### src/eivc_map.vh
// Register offsets, field positions, reset values and timing counts for the interrupt front end
`ifndef EIVC_MAP_VH
`define EIVC_MAP_VH
`define EIVC_IO_OFFSET 8'h20
`define EIVC_EXT_IO_BASE 8'h60
`define EIVC_MCU_CONTROL_ADDR 8'h55
`define EIVC_MCU_CONTROL_IO 8'h35
`define EIVC_SENSE_CTRL_ADDR 8'h69
`define EIVC_IRQ_FLAGS_ADDR 8'h3C
`define EIVC_IRQ_MASK_ADDR 8'h3D
`define EIVC_PC_CTRL_ADDR 8'h68
`define EIVC_PC_MASK0_ADDR 8'h6B
`define EIVC_MCU_CONTROL_RESET 8'h00
`define EIVC_SENSE_CTRL_RESET 8'h00
`define EIVC_MCU_CONTROL_MASK 8'h93
`define EIVC_SENSE_CTRL_MASK 8'h3F
`define EIVC_BIT_UNLOCK 0
`define EIVC_BIT_VSEL 1
`define EIVC_BIT_PUD 4
`define EIVC_BIT_JTD 7
`define EIVC_SENSE_LOW 2'h0
`define EIVC_SENSE_ANY 2'h1
`define EIVC_SENSE_FALL 2'h2
`define EIVC_SENSE_RISE 2'h3
`define EIVC_WINDOW_CYCLES 3'h4
`endif

### src/eivc_top.v
// Interrupt front end: external lines, pin-change groups, vector control register
`default_nettype none
module eivc_top (
  input wire mclk,
  input wire reset_n,
  input wire [7:0] busAddr,
  input wire busIoSpace,
  input wire busWr,
  input wire busRd,
  input wire [7:0] busWrData,
  input wire instrDone,
  input wire globalIrqEnable,
  input wire execInBoot,
  input wire bootLockAppRule,
  input wire bootLockBootRule,
  input wire debugPortFuseEnable,
  input wire [15:0] bootSizeStart,
  input wire [2:0] extIrqPin,
  input wire [31:0] pinChangeInput,
  input wire [2:0] irqAck,
  input wire [3:0] pcAck,
  output reg [7:0] busRdData_r,
  output reg [15:0] vectorBase_r,
  output reg debugPortEnable_r,
  output reg pullupDisable_r,
  output reg [2:0] extIrqReq_r,
  output reg [3:0] pcReq_r,
  output reg wakeReq_r
);
`include "eivc_map.vh"
  reg [7:0] mcuCtrl_r;
  reg [7:0] senseCtrl_r;
  reg [2:0] irqMask_r;
  reg [3:0] pcCtrl_r;
  reg [7:0] pcMask_r [0:3];
  reg [2:0] unlockCnt_r;
  reg blockPend_r;
  reg blockHold_r;
  reg [2:0] jtdCnt_r;
  reg jtdVal_r;
  reg [31:0] pcPrev_r;
  reg [3:0] pcFlag_r;
  reg [7:0] effAddr;
  reg selMcu, selSense, selFlags, selMask, selPcCtrl, selPcMask;
  reg [1:0] pcIdx;
  reg [7:0] pcOff;
  reg [7:0] rdMux;
  wire [2:0] lineFlag;
  wire [2:0] lineLevel;
  wire [2:0] lineLowAsync;
  wire unlockActive;
  wire sectionBlock;
  wire irqBlock;
  wire wrMcu;
  wire [3:0] pcToggle;
  integer k;
  integer j;
  // Short I/O addresses are offset; extended space refuses them
  always @* begin
    effAddr = busIoSpace ? busAddr + `EIVC_IO_OFFSET : busAddr;
    selMcu = (effAddr == `EIVC_MCU_CONTROL_ADDR);
    selFlags = (effAddr == `EIVC_IRQ_FLAGS_ADDR);
    selMask = (effAddr == `EIVC_IRQ_MASK_ADDR);
    selSense = !busIoSpace && (effAddr == `EIVC_SENSE_CTRL_ADDR);
    selPcCtrl = !busIoSpace && (effAddr == `EIVC_PC_CTRL_ADDR);
    selPcMask = !busIoSpace && (effAddr >= `EIVC_PC_MASK0_ADDR) &&
      (effAddr < `EIVC_PC_MASK0_ADDR + 8'h04);
    pcOff = effAddr - `EIVC_PC_MASK0_ADDR;
    pcIdx = pcOff[1:0];
    if (busIoSpace && busAddr >= `EIVC_IO_OFFSET + `EIVC_IO_OFFSET) begin
      selMcu = 1'b0;
      selFlags = 1'b0;
      selMask = 1'b0;
    end
  end
  assign wrMcu = busWr & selMcu;
  genvar g;
  generate
    for (g = 0; g < 3; g = g + 1) begin : gLine
      eivc_line uLine (
        .mclk(mclk),
        .reset_n(reset_n),
        .pinIn(extIrqPin[g]),
        .sense(senseCtrl_r[2*g+1:2*g]),
        .flagClr((busWr & selFlags & busWrData[g]) | irqAck[g]),
        .flag_r(lineFlag[g]),
        .levelReq(lineLevel[g]),
        .lowAsync(lineLowAsync[g])
      );
    end
  endgenerate
  assign unlockActive = mcuCtrl_r[`EIVC_BIT_UNLOCK];
  // Pending block lasts until the instruction after the select write
  assign irqBlock = unlockActive | blockPend_r | blockHold_r;
  assign sectionBlock = (mcuCtrl_r[`EIVC_BIT_VSEL] & !execInBoot & bootLockAppRule) |
    (!mcuCtrl_r[`EIVC_BIT_VSEL] & execInBoot & bootLockBootRule);
  always @(posedge mclk) begin
    if (!reset_n) begin
      mcuCtrl_r <= `EIVC_MCU_CONTROL_RESET;
      unlockCnt_r <= 3'h0;
      blockPend_r <= 1'b0;
      blockHold_r <= 1'b0;
      jtdCnt_r <= 3'h0;
      jtdVal_r <= 1'b0;
    end else begin
      if (wrMcu) begin
        mcuCtrl_r[`EIVC_BIT_PUD] <= busWrData[`EIVC_BIT_PUD];
      end
      if (wrMcu && busWrData[`EIVC_BIT_UNLOCK] && !unlockActive) begin
        mcuCtrl_r[`EIVC_BIT_UNLOCK] <= 1'b1;
        unlockCnt_r <= `EIVC_WINDOW_CYCLES - 3'h1;
      end else if (wrMcu && unlockActive) begin
        mcuCtrl_r[`EIVC_BIT_VSEL] <= busWrData[`EIVC_BIT_VSEL];
        mcuCtrl_r[`EIVC_BIT_UNLOCK] <= 1'b0;
        unlockCnt_r <= 3'h0;
        blockPend_r <= 1'b1;
      end else if (unlockActive) begin
        if (unlockCnt_r == 3'h1) begin
          mcuCtrl_r[`EIVC_BIT_UNLOCK] <= 1'b0;
        end
        unlockCnt_r <= unlockCnt_r - 3'h1;
      end
      if (blockPend_r && instrDone) begin
        blockPend_r <= 1'b0;
        blockHold_r <= 1'b1;
      end else if (blockHold_r && instrDone) begin
        blockHold_r <= 1'b0;
      end
      // Debug disable needs the same value written twice inside the window
      if (wrMcu) begin
        if (jtdCnt_r != 3'h0 && busWrData[`EIVC_BIT_JTD] == jtdVal_r) begin
          mcuCtrl_r[`EIVC_BIT_JTD] <= jtdVal_r;
          jtdCnt_r <= 3'h0;
        end else begin
          jtdVal_r <= busWrData[`EIVC_BIT_JTD];
          jtdCnt_r <= `EIVC_WINDOW_CYCLES;
        end
      end else if (jtdCnt_r != 3'h0) begin
        jtdCnt_r <= jtdCnt_r - 3'h1;
      end
    end
  end
  always @(posedge mclk) begin
    if (!reset_n) begin
      senseCtrl_r <= `EIVC_SENSE_CTRL_RESET;
      irqMask_r <= 3'h0;
      pcCtrl_r <= 4'h0;
      for (k = 0; k < 4; k = k + 1) begin
        pcMask_r[k] <= 8'h00;
      end
    end else if (busWr) begin
      if (selSense) begin
        senseCtrl_r <= busWrData & `EIVC_SENSE_CTRL_MASK;
      end
      if (selMask) begin
        irqMask_r <= busWrData[2:0];
      end
      if (selPcCtrl) begin
        pcCtrl_r <= busWrData[3:0];
      end
      if (selPcMask) begin
        pcMask_r[pcIdx] <= busWrData;
      end
    end
  end
  genvar p;
  generate
    for (p = 0; p < 4; p = p + 1) begin : gPc
      assign pcToggle[p] = |((pinChangeInput[8*p+7:8*p] ^ pcPrev_r[8*p+7:8*p]) &
        pcMask_r[p]);
    end
  endgenerate
  always @(posedge mclk) begin
    if (!reset_n) begin
      pcPrev_r <= 32'h0000_0000;
      pcFlag_r <= 4'h0;
    end else begin
      pcPrev_r <= pinChangeInput;
      for (j = 0; j < 4; j = j + 1) begin
        if (pcToggle[j]) begin
          pcFlag_r[j] <= 1'b1;
        end else if (pcAck[j]) begin
          pcFlag_r[j] <= 1'b0;
        end
      end
    end
  end
  always @* begin
    rdMux = 8'h00;
    if (selMcu) rdMux = mcuCtrl_r & `EIVC_MCU_CONTROL_MASK;
    if (selSense) rdMux = senseCtrl_r;
    if (selFlags) rdMux = {5'h00, lineFlag};
    if (selMask) rdMux = {5'h00, irqMask_r};
    if (selPcCtrl) rdMux = {4'h0, pcCtrl_r};
    if (selPcMask) rdMux = pcMask_r[pcIdx];
  end
  always @(posedge mclk) begin
    if (!reset_n) begin
      busRdData_r <= 8'h00;
      vectorBase_r <= 16'h0000;
      debugPortEnable_r <= 1'b0;
      pullupDisable_r <= 1'b0;
      extIrqReq_r <= 3'h0;
      pcReq_r <= 4'h0;
      wakeReq_r <= 1'b0;
    end else begin
      busRdData_r <= busRd ? rdMux : 8'h00;
      vectorBase_r <= mcuCtrl_r[`EIVC_BIT_VSEL] ? bootSizeStart : 16'h0000;
      debugPortEnable_r <= !mcuCtrl_r[`EIVC_BIT_JTD] & debugPortFuseEnable;
      pullupDisable_r <= mcuCtrl_r[`EIVC_BIT_PUD];
      extIrqReq_r <= (lineFlag | lineLevel) & irqMask_r &
        {3{globalIrqEnable & !irqBlock & !sectionBlock}};
      pcReq_r <= pcFlag_r & pcCtrl_r &
        {4{globalIrqEnable & !irqBlock & !sectionBlock}};
      // Wake-up request; a level gone before start-up leaves no flag behind
      wakeReq_r <= |(lineLowAsync & irqMask_r) | |(pcToggle & pcCtrl_r);
    end
  end
endmodule // eivc_top
`default_nettype wire

### src/eivc_line.v
// One external interrupt line: sync, edge/level decode and sticky flag
`default_nettype none
module eivc_line (
  input wire mclk,
  input wire reset_n,
  input wire pinIn,
  input wire [1:0] sense,
  input wire flagClr,
  output reg flag_r,
  output wire levelReq,
  output wire lowAsync
);
`include "eivc_map.vh"
  reg sync1_r;
  reg sync2_r;
  reg prev_r;
  reg trig;
  always @(posedge mclk) begin
    if (!reset_n) begin
      sync1_r <= 1'b1;
      sync2_r <= 1'b1;
      prev_r <= 1'b1;
    end else begin
      sync1_r <= pinIn;
      sync2_r <= sync1_r;
      prev_r <= sync2_r;
    end
  end
  always @* begin
    case (sense)
      `EIVC_SENSE_ANY: trig = sync2_r ^ prev_r;
      `EIVC_SENSE_FALL: trig = prev_r & ~sync2_r;
      `EIVC_SENSE_RISE: trig = ~prev_r & sync2_r;
      default: trig = 1'b0;
    endcase
  end
  always @(posedge mclk) begin
    if (!reset_n) begin
      flag_r <= 1'b0;
    end else if (sense == `EIVC_SENSE_LOW) begin
      flag_r <= 1'b0;
    end else if (trig) begin
      flag_r <= 1'b1; // set wins over clear
    end else if (flagClr) begin
      flag_r <= 1'b0;
    end
  end
  assign levelReq = (sense == `EIVC_SENSE_LOW) & ~sync2_r;
  assign lowAsync = (sense == `EIVC_SENSE_LOW) & ~pinIn;
endmodule // eivc_line
`default_nettype wire

### config.mk
export PLATFORM = sky130hd
export DESIGN_NAME = eivc_top
export DESIGN_NICKNAME = d
export VERILOG_FILES = /design/src/eivc_top.v /design/src/eivc_line.v
export VERILOG_INCLUDE_DIRS = /design/src
export SDC_FILE = /design/constraint.sdc
export NUM_CORES = 1
export LEC_CHECK = 0
export BUFFER_PORTS_ARGS = -buffer_cell sky130_fd_sc_hd__clkbuf_2
export CORE_ASPECT_RATIO = 2
export CORE_MARGIN = 1
export CORE_UTILIZATION = 45
export CTS_CLUSTER_DIAMETER = 60
export DETAILED_ROUTE_END_ITERATION = 8
export HOLD_SLACK_MARGIN = 0.1
export PLACE_DENSITY = 0.65
export SLEW_MARGIN = 20
export SYNTH_ARGS = -nofsm -noshare
export SYNTH_HDL_FRONTEND = slang
export SYNTH_SLANG_ARGS = --single-unit
export TNS_END_PERCENT = 20
### constraint.sdc
create_clock -name mclk -period 6.15 [get_ports mclk]
set_input_delay 0.3075 -clock mclk [delete_from_list [all_inputs] [get_ports mclk]]
set_output_delay 0.3075 -clock mclk [all_outputs]
set_load 0.02 [all_outputs]
# Yosys cells after proc, flatten, opt, wreduce, memory -nomap -nowiden
# Memory sizes are Yosys's and may differ from the RTL's.
# Index checks and enable logic that the tools add are counted.
dict set report word_totals {
  register_bits 108
  latch_bits 0
  ramBits 32
  mem_bits_ro 0
  elab_cells 221
  mem_count 1
}
# name depth word_bits read_ports rd_ports_with_merged_regs write_ports line_no
set mem_list {}
lappend mem_list {pcMask_r 4 8 5 0 4 eivc_top.v:35} ;# reg [7:0] pcMask_r [0:3];
dict set report op_classes {
  addsub 4
  mul 0
  div_mod_pow 0
  magnitude_cmp 3
  eq_ne 16
  shift 0
  muxes 47
  bitwise_logic 61
  reduce_logical 52
}
# op n
set op_table {}
lappend op_table {{$mux W8} 8}
lappend op_table {{$reduce_or A8 Y1} 5}
lappend op_table {{$and A8 B8 Y8} 4}
lappend op_table {{$xor A8 B8 Y8} 4}
lappend op_table {{$mux W1} 29}
lappend op_table {{$and A1 B1 Y1} 24}
lappend op_table {{$eq A8 B7 Y1 const B} 3}
lappend op_table {{$reduce_bool A2 Y1} 9}
lappend op_table {{$eq A8 B6 Y1 const B} 2}
lappend op_table {{$ge A8 B7 Y1 const B} 2}
lappend op_table {{$reduce_and A2 Y1} 8}
lappend op_table {{$and A4 B4 Y4} 3}
lappend op_table {{$eq A2 B2 Y1 const B} 6}
lappend op_table {{$not A1 Y1} 12}
lappend op_table {{$logic_and A1 B1 Y1} 11}
lappend op_table {{$and A3 B3 Y3} 3}
lappend op_table {{$mux W3} 3}
lappend op_table {{$pmux W1 S3} 3}
lappend op_table {{$add A8 B6 Y8 const B} 1}
lappend op_table {{$lt A8 B7 Y1 const B} 1}
lappend op_table {{$mux W2} 4}
lappend op_table {{$reduce_or A2 Y1} 4}
lappend op_table {{$logic_not A1 Y1} 7}
lappend op_table {{$or A1 B1 Y1} 7}
lappend op_table {{other kinds (11)} 20}

# Logic depth before layout (Yosys ltp)
# Gate-level depths: netlist (run 1).
dict set report depth {
  depth_word 11
  ltp_mapped 8
  depth_no_buf 7
}

# Modules after synthesis
# A second synthesis (run 1) with hierarchy kept.
dict set report unflattened {
  cells_unflattened 560
  area_unflattened_um2 6025.8
}
# mod instances cells_each area_per_inst_um2 seq_area_each_um2
set by_module_without_submodules {}
lappend by_module_without_submodules {eivc_top 1 503 5481.5 2882.8}
lappend by_module_without_submodules {eivc_line 3 19 181.4 80.1}

# Least setup slack after synthesis (run 1)
# OpenSTA, ideal clock, no wires.
dict set report synth_timing {
  kind {in2reg}
  startpoint {input port busAddr[7]}
  endpoint {memory pcMask_r[0][0] (enable)}
  setup_time_ps 334
  arrival_time_ps 1960
  path_slack_ps 3856
  path_stages 7
  n_path_buf 2
  path_cell_list {buf_2 nand4bb_4 nor4_4 and3_1 buf_4 nor3b_4 nand2b_1}
}
# element line_no
set synth_lines {}
lappend synth_lines {{from (decl)} eivc_top.v:6} ;# input wire [7:0] busAddr,
lappend synth_lines {{to (decl)} eivc_top.v:35}

==> results of run 1 <==
## cell type report
type                    instances  area, µm²
fillers                      1177       5752
flip-flops and latches        140       3123
multi-input cells             382       2719
repair buffers                121      615.6
clock buffers                  23      489.2
well taps                     152      190.2
inverters                      25      93.84
clock inverters                 9      83.83
## power breakdown
group	internal (W)	switching [W]
Clock	0.000601	0.000384
Combinational	0.0000867	0.000113
Sequential	0.000976	0.0000218
Total	0.00166	0.000519
## sequential cells by signal, indices dropped and copies added, names as in the netlist, 3 cells and up
name	flops
unlockCnt_r	3
senseCtrl_r	6
gLine.uLine.sync1_r	3
pcPrev_r	32
mcuCtrl_r	4
pcReq_r	4
pcMask_r	32
gLine.uLine.sync2_r	3
busRdData_r	8
gLine.uLine.flag_r	3
pcFlag_r	4
pcCtrl_r	4
vectorBase_r	16
jtdCnt_r	3
gLine.uLine.prev_r	3
extIrqReq_r	3
irqMask_r	3
## critical path: cells and delay by family
kind | cells | cell delay, ns
AND/OR/NAND/NOR | 4 | 1.53
XOR/XNOR | 1 | 0.18
adder cells (fa/ha/maj) | 1 | 0.31
buffers and inverters | 1 | 0.27
## cell usage in the layout, fill, tap and decap left out, drive strengths merged, types with 5 or more instances in the layout
cell	n
clkbuf	141
dfxtp	108
and2	70
nand2	34
xor2	33
edfxtp	32
a21oi	28
and3	25
inv	25
nor2	21
a22oi	19
nand2b	17
nand3	17
ha	14
o21ai	13
nand4	11
mux4	8
clkinv	7
mux2i	5
nor3	5
## through the flow
step	util	setup slack, ns	std cells	hold slack (ns)	cell area (µm²)
5_1_grt	0.5598	3.383	852	0.1128	7315
3_3_place_gp	0.5143	3.356	819	0.3920	6720
3_5_place_dp	0.5143	3.189	819	0.3962	6720
2_1_floorplan	-	3.856	575	0.3863	6045
6_report	0.5598	3.627	852	0.1047	7315
4_1_cts	0.5589	3.620	852	0.1003	7303
## worst paths after layout
| kind | from | endpoint |
|---|---|---|
| setup reg to reg | pcPrev_r[14]$_SDFF_PN0_ | wakeReq_r$_SDFF_PN0_ |
| hold / removal | debugPortFuseEnable | debugPortEnable_r$_SDFF_PN0_ |
| setup / recovery | busAddr[0] | pcMask_r[0][6]$_SDFFCE_PN0P_ |
| hold reg to reg | gLine[0].uLine.sync1_r$_SDFF_PN1_ | gLine[0].uLine.sync2_r$_SDFF_PN1_ |
## repair_timing
item	CTS	global route
buffers inserted	0	0
hold buffers	1	0
endpoints found under the hold margin	1	0
resized for setup	0	0
## cell families after synthesis
kind of cell             count (synthesis)
AO/OA/AOI/OAI                           99
XOR/XNOR                                37
adder cells (fa/ha/maj)                 14
buffers and inverters                   53
flip-flops                             140
multiplexers                            13
AND/OR/NAND/NOR                        219
## routing by layer
metal,part of all wire,wire (µm),track usage,vias to the layer above
met5,0,0,0,-
met4,0.058,928,0.1582,0
met3,0.052,842,0.03976,56
met2,0.55,8796,0.4430,192
met1,0.34,5477,0.2426,2271
li1,-,-,-,2261
==> metrics.cfg, run 1 <==
[run_status]
status = finished with violations
violations = DRC

[cells_and_area]
insertedDiodeCount = 0
nNetsFinal = 786
drive_gt1_frac = 0.2386
area_delta_synth_final_pct = 21.01

[clock_tree]
clockBufferDepth = 2
numCtsBuffers = 17
cts_sinks = 140
clk_root_buffer_cell = clkbuf_16
htreeDepth = 4
clk_pin_slew_worst_paths_ns = 0.06
cts_tree = done
worstSkewPairLatency_ns = 0.42

[die]
num_rows = 59
die_area_um2 = 13930
die_w_um = 83.95
io_pins = 119
core-area_um2 = 13070
start_util = 0.4626
fp.dieH_um = 165.9

[global_routing]
antenna_found_initial = 0
grt_pass1_vias = 4899
track_usage = 0.2399
grt_max_degree = 75
grt_overflow = 0
grt_pass1_wl_um = 25340

[logic_synthesis]
synth_top_family_by_area = simple AND/OR/NAND/NOR gates
post_synth.cell_area_avg_um2 = 10.51
synth_xor_area_frac = 0.05361
syn_area_um2 = 6045
ys_types = 62
synth_fa_ha_area_frac = 0.02898
synth_top_area_frac = 0.3577
yosysMostFrequentCell = dfxtp_1
ys_warn_count = 0
syn_inst = 575
synth_simple_gate_area_frac = 0.2153
synth_edf_count = 32
ys_ff_latch = 140
ys_seq_area_frac = 0.5167
synth_compound_area_frac = 0.1120
syn-num-nets = 674
synthMuxAreaShare = 0.03809
yosys_most_used_dff = dfxtp_1
synth.area.top_cells = dfxtp_1 36%, edfxtp_1 16%, and2_1 7.2%, xor2_1 4.8%, mux4_2 3.0%
async_reset_ff_frac = 0
yosysTopAreaCell = dfxtp_1
netlist_top_cells_count = 108 x dfxtp_1, 70 x and2_1, 34 x nand2_1

[placement]
place.gp.congestion = 0.9000
io_buffer_count = 118
hpwlAfterDp_um = 11990

[route]
first_iter_violations = 318
totalWireLength_um = 16040
ant_nets = 0
via_count = 4780
remaining_drc_errors = 8
drt_first_pass_iters = 7
via_per_inst = 5.610
wl_per_cell_um = 18.83

[power_and_ir_drop]
ir_drop_mv = 0.2050
power_density_nw_per_um2 = 298.5
leakage_nw = 3.209
p_total_w = 0.002183

[sta]
max_clock_freq_ghz = 0.3964
relSlewSlack = 0.4748
rsz0062_at_grt = no
clock_skew_ns = 0.01074
tightest_slew_ns = 0.7829
fin_setup_tns_ns = 0
drv_slew = 0
period_needed_ns = 2.523
hold_viol_final = 0
finalSetupViolCount = 0
period_share = 0.4102

[hold_path]
min_path_type = in2reg
hold_path_depth = 3

[critical_path]
critPathKind = in2reg
r2r_setup_slack_ns = 4.20
max_stage_delay_ns = 0.40
crit_path_end_kind = flop
rr_worst_depth = 5
cp.required_ns = 6.23
worstPathMaxFanout = 13
start_kind = input pin
path_cells = clkbuf_2 > ha_1 > xnor2_1 > nor4_4 > and3_1 > nor3b_4 > nand2b_1
cp_data_arrival_time_ns = 2.61
slowest_stage = and3_1

[job]
cap_viol_max_count = 0

Note: power is estimated with default switching activity, not from simulation.
==> run 2, diff against run 1 <==
Settings changed: PLACE_DENSITY 0.65 to 0.68.
Clock period 6.15 ns to 2.1 ns, I/O delays scaled along.
==> run 2 against run 1 <==
The run still ends with DRC left. Largest power group is now the clock network. Sequential power rose to 2.9 times the previous value. Largest cell class unchanged. Global-route usage up 2.6 points. Highest routed layer unchanged. Wire length up 11%.
==> metrics.cfg, run 2 (same netlist as run 1, synthesis figures left out) <==
[run_status]
status = finished with violations
violations = DRC

[power_and_ir_drop]
intPower_w = 0.005023  ; +200%
ir_drop_mv = 0.5728  ; +180%
p_switching_w = 0.001569  ; +200%
clkPwrFrac = 0.449  ; -0.002
leakage_nw = 3.573  ; +11%
pwr-share-seq = 0.444  ; -0.013
p_sw_frac = 0.2380  ; about the same
power_frac_comb = 0.107  ; +0.015
power_density_nw_per_um2 = 814.7  ; +170%

[die]
io_pins = 119  ; unchanged
die_w_um = 83.95  ; unchanged
start_util = 0.4626  ; unchanged
fp.dieH_um = 165.9  ; unchanged
core-area_um2 = 13070  ; unchanged
num_rows = 59  ; unchanged
die_area_um2 = 13930  ; unchanged

[sta]
hold_viol_final = 0  ; unchanged
period_share = 0.8430
holdWs_ns = 0.1147  ; +0.009964 ns
fin_setup_tns_ns = 0  ; unchanged
period_needed_ns = 1.770
drv_slew = 0  ; unchanged
rsz0062_at_grt = no
max_clock_freq_ghz = 0.5649
relSlewSlack = 0.5853  ; +0.1105
finalSetupViolCount = 0  ; unchanged
clock_skew_ns = 0.01208  ; +0.001331 ns
tightest_slew_ns = 0.6134  ; -0.1696 ns

[clock_tree]
worstSkewPairLatency_ns = 0.42  ; about the same
clk_pin_slew_worst_paths_ns = 0.06  ; about the same
clockBufferDepth = 2  ; unchanged
clk_root_buffer_cell = clkbuf_16
cts_sinks = 140  ; unchanged
cts_tree = done
htreeDepth = 4  ; unchanged
numCtsBuffers = 17  ; unchanged

[cells_and_area]
mostFrequentLayoutCells = 118 x clkbuf_2, 108 x dfxtp_1, 70 x and2_1, 63 x dlygate4sd3_1, 34 x nand2_1
design_area_um2 = 8092  ; +11%
area_delta_synth_final_pct = 33.86
final_common_cell = clkbuf_2
post-route-util = 0.6193  ; +0.05946
nNetsFinal = 867  ; +10%
insertedDiodeCount = 0  ; unchanged
top_regs = pcMask_r (32), pcPrev_r (32), vectorBase_r (16)
drive_gt1_frac = 0.2369  ; -0.001696

[global_routing]
grt_overflow = 0  ; unchanged
grt_pass1_wl_um = 27620  ; +9.0%
grt_pass1_vias = 5238  ; +6.9%
grt_max_degree = 51  ; -32%
antenna_found_initial = 0  ; unchanged
track_usage = 0.2660  ; +0.02602

[route]
via_count = 5118  ; +7.1%
remaining_drc_errors = 10  ; +2
first_iter_violations = 320  ; +0.63%
totalWireLength_um = 17800  ; +11%
ant_nets = 0  ; unchanged
via_per_inst = 5.486  ; -2.2%
wl_per_cell_um = 19.08  ; +1.3%
drt_first_pass_iters = 9  ; +2

[critical_path]
start_kind = input pin
cp.required_ns = 2.40  ; -3.83 ns
crit_path_end_kind = flop
cp_data_arrival_time_ns = 2.07  ; -0.54 ns
worstPathMaxFanout = 2  ; -11
critPathKind = in2reg

[placement]
hpwlAfterDp_um = 12980  ; +8.3%
dpl_cell_area_um2 = 6863  ; +2.1%
place.gp.congestion = 0.9831  ; +9.2%
io_buffer_count = 118  ; unchanged

[hold_path]
min_path_type = in2reg

[job]
cap_viol_max_count = 0  ; unchanged

## run 2: cell types whose count changed in the layout (fill, tap and decap cells not counted), moves of 2 or more
cell / previous run / this run
clkinv_2: 4 / 2
clkbuf_16: 18 / 20
dlygate4sd3_1: 1 / 63
buf_4: 2 / 21
## run 2: critical path, cell delays in order
cell and delay [ns]:
dlygate4sd3_1 0.53, clkbuf_2 0.11, xor2_1 0.13, a22oi_1 0.20
nand4_1 0.25, a2111oi_0 0.48, buf_4 0.19, a21oi_1 0.06
## run 2: cell type report
type,count,area (µm²)
Clock buffer,25,549.3
Inverter,25,93.84
Tap cell,152,190.2
Sequential cell,140,3123
Clock inverter,7,48.80
Fill cell,1078,4975
Multi-Input combinational cell,382,2708
Timing Repair Buffer,202,1379
## run 2: what timing repair did
action / in CTS / in global routing
gates resized for setup: 0 / 0
hold buffers: 63 / 0
endpoints found under the hold margin: 69 / 0
setup buffers: 0 / 0
## run 2: power by group through the flow
| stage | logic, W | clock network, W | registers, W |
|---|---|---|---|
| 6_report | 0.000704 | 0.00296 | 0.00293 |
| 5_1_grt | 0.000773 | 0.00313 | 0.00293 |
| 4_1_cts | 0.000698 | 0.00300 | 0.00293 |
| 3_5_place_dp | 0.000600 | 0 | 0.00298 |
| 3_3_place_gp | 0.000582 | 0 | 0.00298 |
| 2_1_floorplan | 0.000371 | 0 | 0.00295 |
## run 2: stage by stage
step / setup slack, ns / std cells / total power, W
2_1_floorplan: 0.008078 / 575 / 0.003323
3_3_place_gp: 0.1580 / 838 / 0.003560
3_5_place_dp: 0.09084 / 838 / 0.003583
4_1_cts: 0.3246 / 933 / 0.006620
5_1_grt: 0.2360 / 933 / 0.006832
6_report: 0.3296 / 933 / 0.006592
## run 2: path summary, 6_finish.rpt
kind | slack, ns | cells after the start | to | from
worst max-delay path | 0.33 | 8 | wakeReq_r$_SDFF_PN0_ | pinChangeInput[14]
worst min-delay path | 0.11 | 3 | pcCtrl_r[2]$_SDFFE_PN0P_ | busWrData[2]
worst max register to register | 0.33 | 6 | wakeReq_r$_SDFF_PN0_ | pcPrev_r[14]$_SDFF_PN0_
worst min register to register | 0.41 | 1 | gLine[1].uLine.sync2_r$_SDFF_PN1_ | gLine[1].uLine.sync1_r$_SDFF_PN1_
## run 2: per-layer routing
layer | routed length (µm) | GRT usage | vias up
met2 | 10090 | 0.5110 | 189
met4 | 889 | 0.1477 | 0
met5 | 0 | 0 | -
met3 | 740 | 0.05517 | 56
met1 | 6078 | 0.2555 | 2443
li1 | - | - | 2430
==> run 3, diff against run 2 <==
Settings changed: ABC_AREA set to 1.
Clock period 2.1 ns to 1.5 ns, I/O delays scaled along.
==> run 3 against run 2 <==
The flow still finishes with violations (DRC). Via count is 16% higher. Utilization up 2.8 points. Synthesized cell count up 38%. Global-route usage shrank 1.2 points. Clock skew fell by 0.0029 ns. Sequential cell count stayed put. Sequential share of layout area down 2.7 points. Synthesized area increased by 2.1%. Critical path depth rose by 1. First-iteration DRC count down 10%. Sequential power grew 39%. Setup slack lost 0.26 ns. Critical endpoint unchanged. Largest power group unchanged.
==> metrics.cfg, run 3 <==
[run_status]
status = finished with violations
violations = DRC

[power_and_ir_drop]
power_frac_comb = 0.113  ; +0.006
intPower_w = 0.007257  ; +44%
p_sw_frac = 0.2494  ; +0.01139
leakage_nw = 4.299  ; +20%
clkPwrFrac = 0.465  ; +0.016
pwr-share-seq = 0.422  ; -0.022
p_total_w = 0.009669  ; +47%
ir_drop_mv = 0.9549  ; +67%
p_switching_w = 0.002411  ; +54%
power_density_nw_per_um2 = 1111  ; +36%

[logic_synthesis]
ys_ff_latch = 140  ; unchanged
yosysTopAreaCell = dfxtp_1
syn-num-nets = 895  ; +33%
yosysMostFrequentCell = nand2_1
synth.area.top_cells = dfxtp_1 35%, edfxtp_1 16%, nand2_1 10%, inv_1 7.9%, nor2_1 6.0%
synth_edf_count = 32  ; unchanged
ys_types = 37  ; -40%
ys_warn_count = 0  ; unchanged
ys_seq_area_frac = 0.5059  ; -0.01079
async_reset_ff_frac = 0  ; unchanged
syn_inst = 796  ; +38%
syn_area_um2 = 6173  ; +2.1%
post_synth.cell_area_avg_um2 = 7.756  ; -26%
yosys_most_used_dff = dfxtp_1
netlist_top_cells_count = 166 x nand2_1, 130 x inv_1, 108 x dfxtp_1
synth_top_area_frac = 0.3502  ; -0.007467

[cells_and_area]
mostFrequentLayoutCells = 157 x nand2_1, 130 x inv_1, 118 x clkbuf_2, 107 x dfxtp_1, 96 x nor2_1
top_regs = pcMask_r (32), pcPrev_r (32), vectorBase_r (16)
area_delta_synth_final_pct = 40.96
ff_latch_area_um2 = 3124  ; about the same
final_common_cell = nand2_1
drive_gt1_frac = 0.2438  ; +0.006910
fin_cells = 1201  ; +29%
insertedDiodeCount = 0  ; unchanged
nNetsFinal = 1132  ; +31%
fillCellCount = 1156  ; +7.2%
multiInputGateArea_um2 = 2579  ; -4.8%

[sta]
period_share = 0.9516
hold_viol_final = 0  ; unchanged
relSlewSlack = 0.6687  ; +0.08335
holdWs_ns = 0.1127  ; -0.002021 ns
tightest_slew_ns = 0.4918  ; -0.1216 ns
finalSetupViolCount = 0  ; unchanged
drv_slew = 0  ; unchanged
max_clock_freq_ghz = 0.7005
clock_skew_ns = 0.009204  ; -0.002871 ns
fin_setup_tns_ns = 0  ; unchanged
period_needed_ns = 1.427

[critical_path]
r2r_setup_slack_ns = 0.07  ; -0.26 ns
rr_endpoint = wakeReq_r$_SDFF_PN0_
cpMostUsedCell = nand2_2
worstPathMaxFanout = 2  ; unchanged
crit_path_end_kind = flop
rr_worst_depth = 9  ; +3
cp_data_arrival_time_ns = 1.75  ; -0.32 ns
r2r_start = pcPrev_r[24]$_SDFF_PN0_
slowest_stage = dfxtp_2
start_kind = flop
cp.buffers_inverters = 0  ; -3
cp.required_ns = 1.82  ; -0.58 ns
critPathTopFamily = simple AND/OR/NAND/NOR gates
worst-path-stages = 9  ; +1
max_stage_delay_ns = 0.32  ; -0.21 ns
path_cells = or2_2 > nand3_2 > o21ai_1 > nor2_1 > nand2_2 > nand2_2 > nand2_2 > nor2_4 > nor2_2
critPathKind = reg2reg

[clock_tree]
clockBufferDepth = 2  ; unchanged
numCtsBuffers = 17  ; unchanged
cts_tree = done
worstSkewPairLatency_ns = 0.43  ; about the same
clk_root_buffer_cell = clkbuf_16
cts_sinks = 140  ; unchanged
clk_pin_slew_worst_paths_ns = 0.07  ; about the same
htreeDepth = 4  ; unchanged

[route]
via_count = 5918  ; +16%
first_iter_violations = 287  ; -10%
drt_first_pass_iters = 7  ; -2
via_per_inst = 4.928  ; -10%
ant_nets = 0  ; unchanged
totalWireLength_um = 17160  ; -3.6%
wl_per_cell_um = 14.28  ; -25%
remaining_drc_errors = 4  ; -6

[placement]
io_buffer_count = 118  ; unchanged
hpwlAfterDp_um = 12600  ; -2.9%
placed_cells = 1099  ; +31%
place.gp.congestion = 0.9145  ; -7.0%

[die]
start_util = 0.4594  ; -0.003202
core-area_um2 = 13440  ; +2.8%
num_rows = 60  ; +1.7%
io_pins = 119  ; unchanged
die_w_um = 84.82  ; +1.0%
die_area_um2 = 14220  ; +2.1%
fp.dieH_um = 167.6  ; +1.0%

[job]
cap_viol_max_count = 0  ; unchanged

[global_routing]
grt_max_degree = 26  ; -49%
antenna_found_initial = 0  ; unchanged
grt_pass1_wl_um = 27230  ; -1.4%
track_usage = 0.2537  ; -0.01229
grt_overflow = 0  ; unchanged
grt_pass1_vias = 5965  ; +14%

[hold_path]
min_from = globalIrqEnable
hold_path_depth = 4  ; +1
min_path_type = in2reg
min_to = pcReq_r[1]$_SDFF_PN0_

run 3: stage by stage:
stage	setup WS, ns	area, µm²	utilization
2_1_floorplan	-0.09582	6280	-
3_3_place_gp	-0.1809	7325	0.5451
3_5_place_dp	-0.1943	7325	0.5451
4_1_cts	0.02372	8661	0.6445
5_1_grt	-0.06207	8702	0.6476
6_report	0.07254	8702	0.6476
run 3: tightest hold or removal path, stage by stage:
cell       delay [ns]
clkbuf_2         0.08
o2111ai_1        0.09
buf_4            0.18
nor4_1           0.06
run 3: final cells by class:
cell class                      count  area share
Sequential cell                   140      0.3590
Clock buffer                       19     0.05219
Clock inverter                     13     0.02027
Inverter                          132     0.05751
Timing Repair Buffer              239      0.1924
Multi-Input combinational cell    503      0.2963
Tap cell                          155     0.02229
run 3: worst max path at each step:
stage / from / to / slack, ns
2_1_floorplan: busAddr[6] / pcMask_r[3][0]$_DFFE_PP_ / -0.1
3_3_place_gp: busAddr[5] / pcMask_r[1][6]$_SDFFCE_PN0P_ / -0.18
3_5_place_dp: busAddr[6] / pcMask_r[1][6]$_SDFFCE_PN0P_ / -0.19
4_1_cts: pcPrev_r[26]$_SDFF_PN0_ / wakeReq_r$_SDFF_PN0_ / 0.02
5_1_grt: pcPrev_r[2]$_SDFF_PN0_ / wakeReq_r$_SDFF_PN0_ / -0.06
6_report: pcPrev_r[24]$_SDFF_PN0_ / wakeReq_r$_SDFF_PN0_ / 0.07
run 3: routing by layer:
layer	vias up	GRT usage	part of all wire
met5	-	0	0
met4	0	0.1511	0.044
met3	55	0.04584	0.038
met2	189	0.5122	0.57
met1	2680	0.2219	0.35
li1	2994	-	-
run 3: power by group through the flow:
stage | Clock, W | Combinational (W) | Sequential (W)
2_1_floorplan | 0 | 0.000572 | 0.00413
3_3_place_gp | 0 | 0.000908 | 0.00415
3_5_place_dp | 0 | 0.000924 | 0.00416
4_1_cts | 0.00453 | 0.00108 | 0.00407
5_1_grt | 0.00468 | 0.00124 | 0.00409
6_report | 0.00450 | 0.00109 | 0.00408
run 3: timing repair:
action / 4_1_cts / 5_1_grt
setup buffers: 0 / 0
endpoints found under the hold margin: 77 / 0
hold buffers: 70 / 0
setup endpoints to repair: 1 / 2
gates resized for setup: 2 / 16
pin swaps: 0 / 7
run 3: cell families after synthesis:
kind of cell	after synthesis	synth area share
compound gates	121	0.1046
flops	140	0.5059
buf+inv	153	0.09505
xor+xnor	4	0.005676
simple gates	364	0.2604
fa+ha+maj	14	0.02837
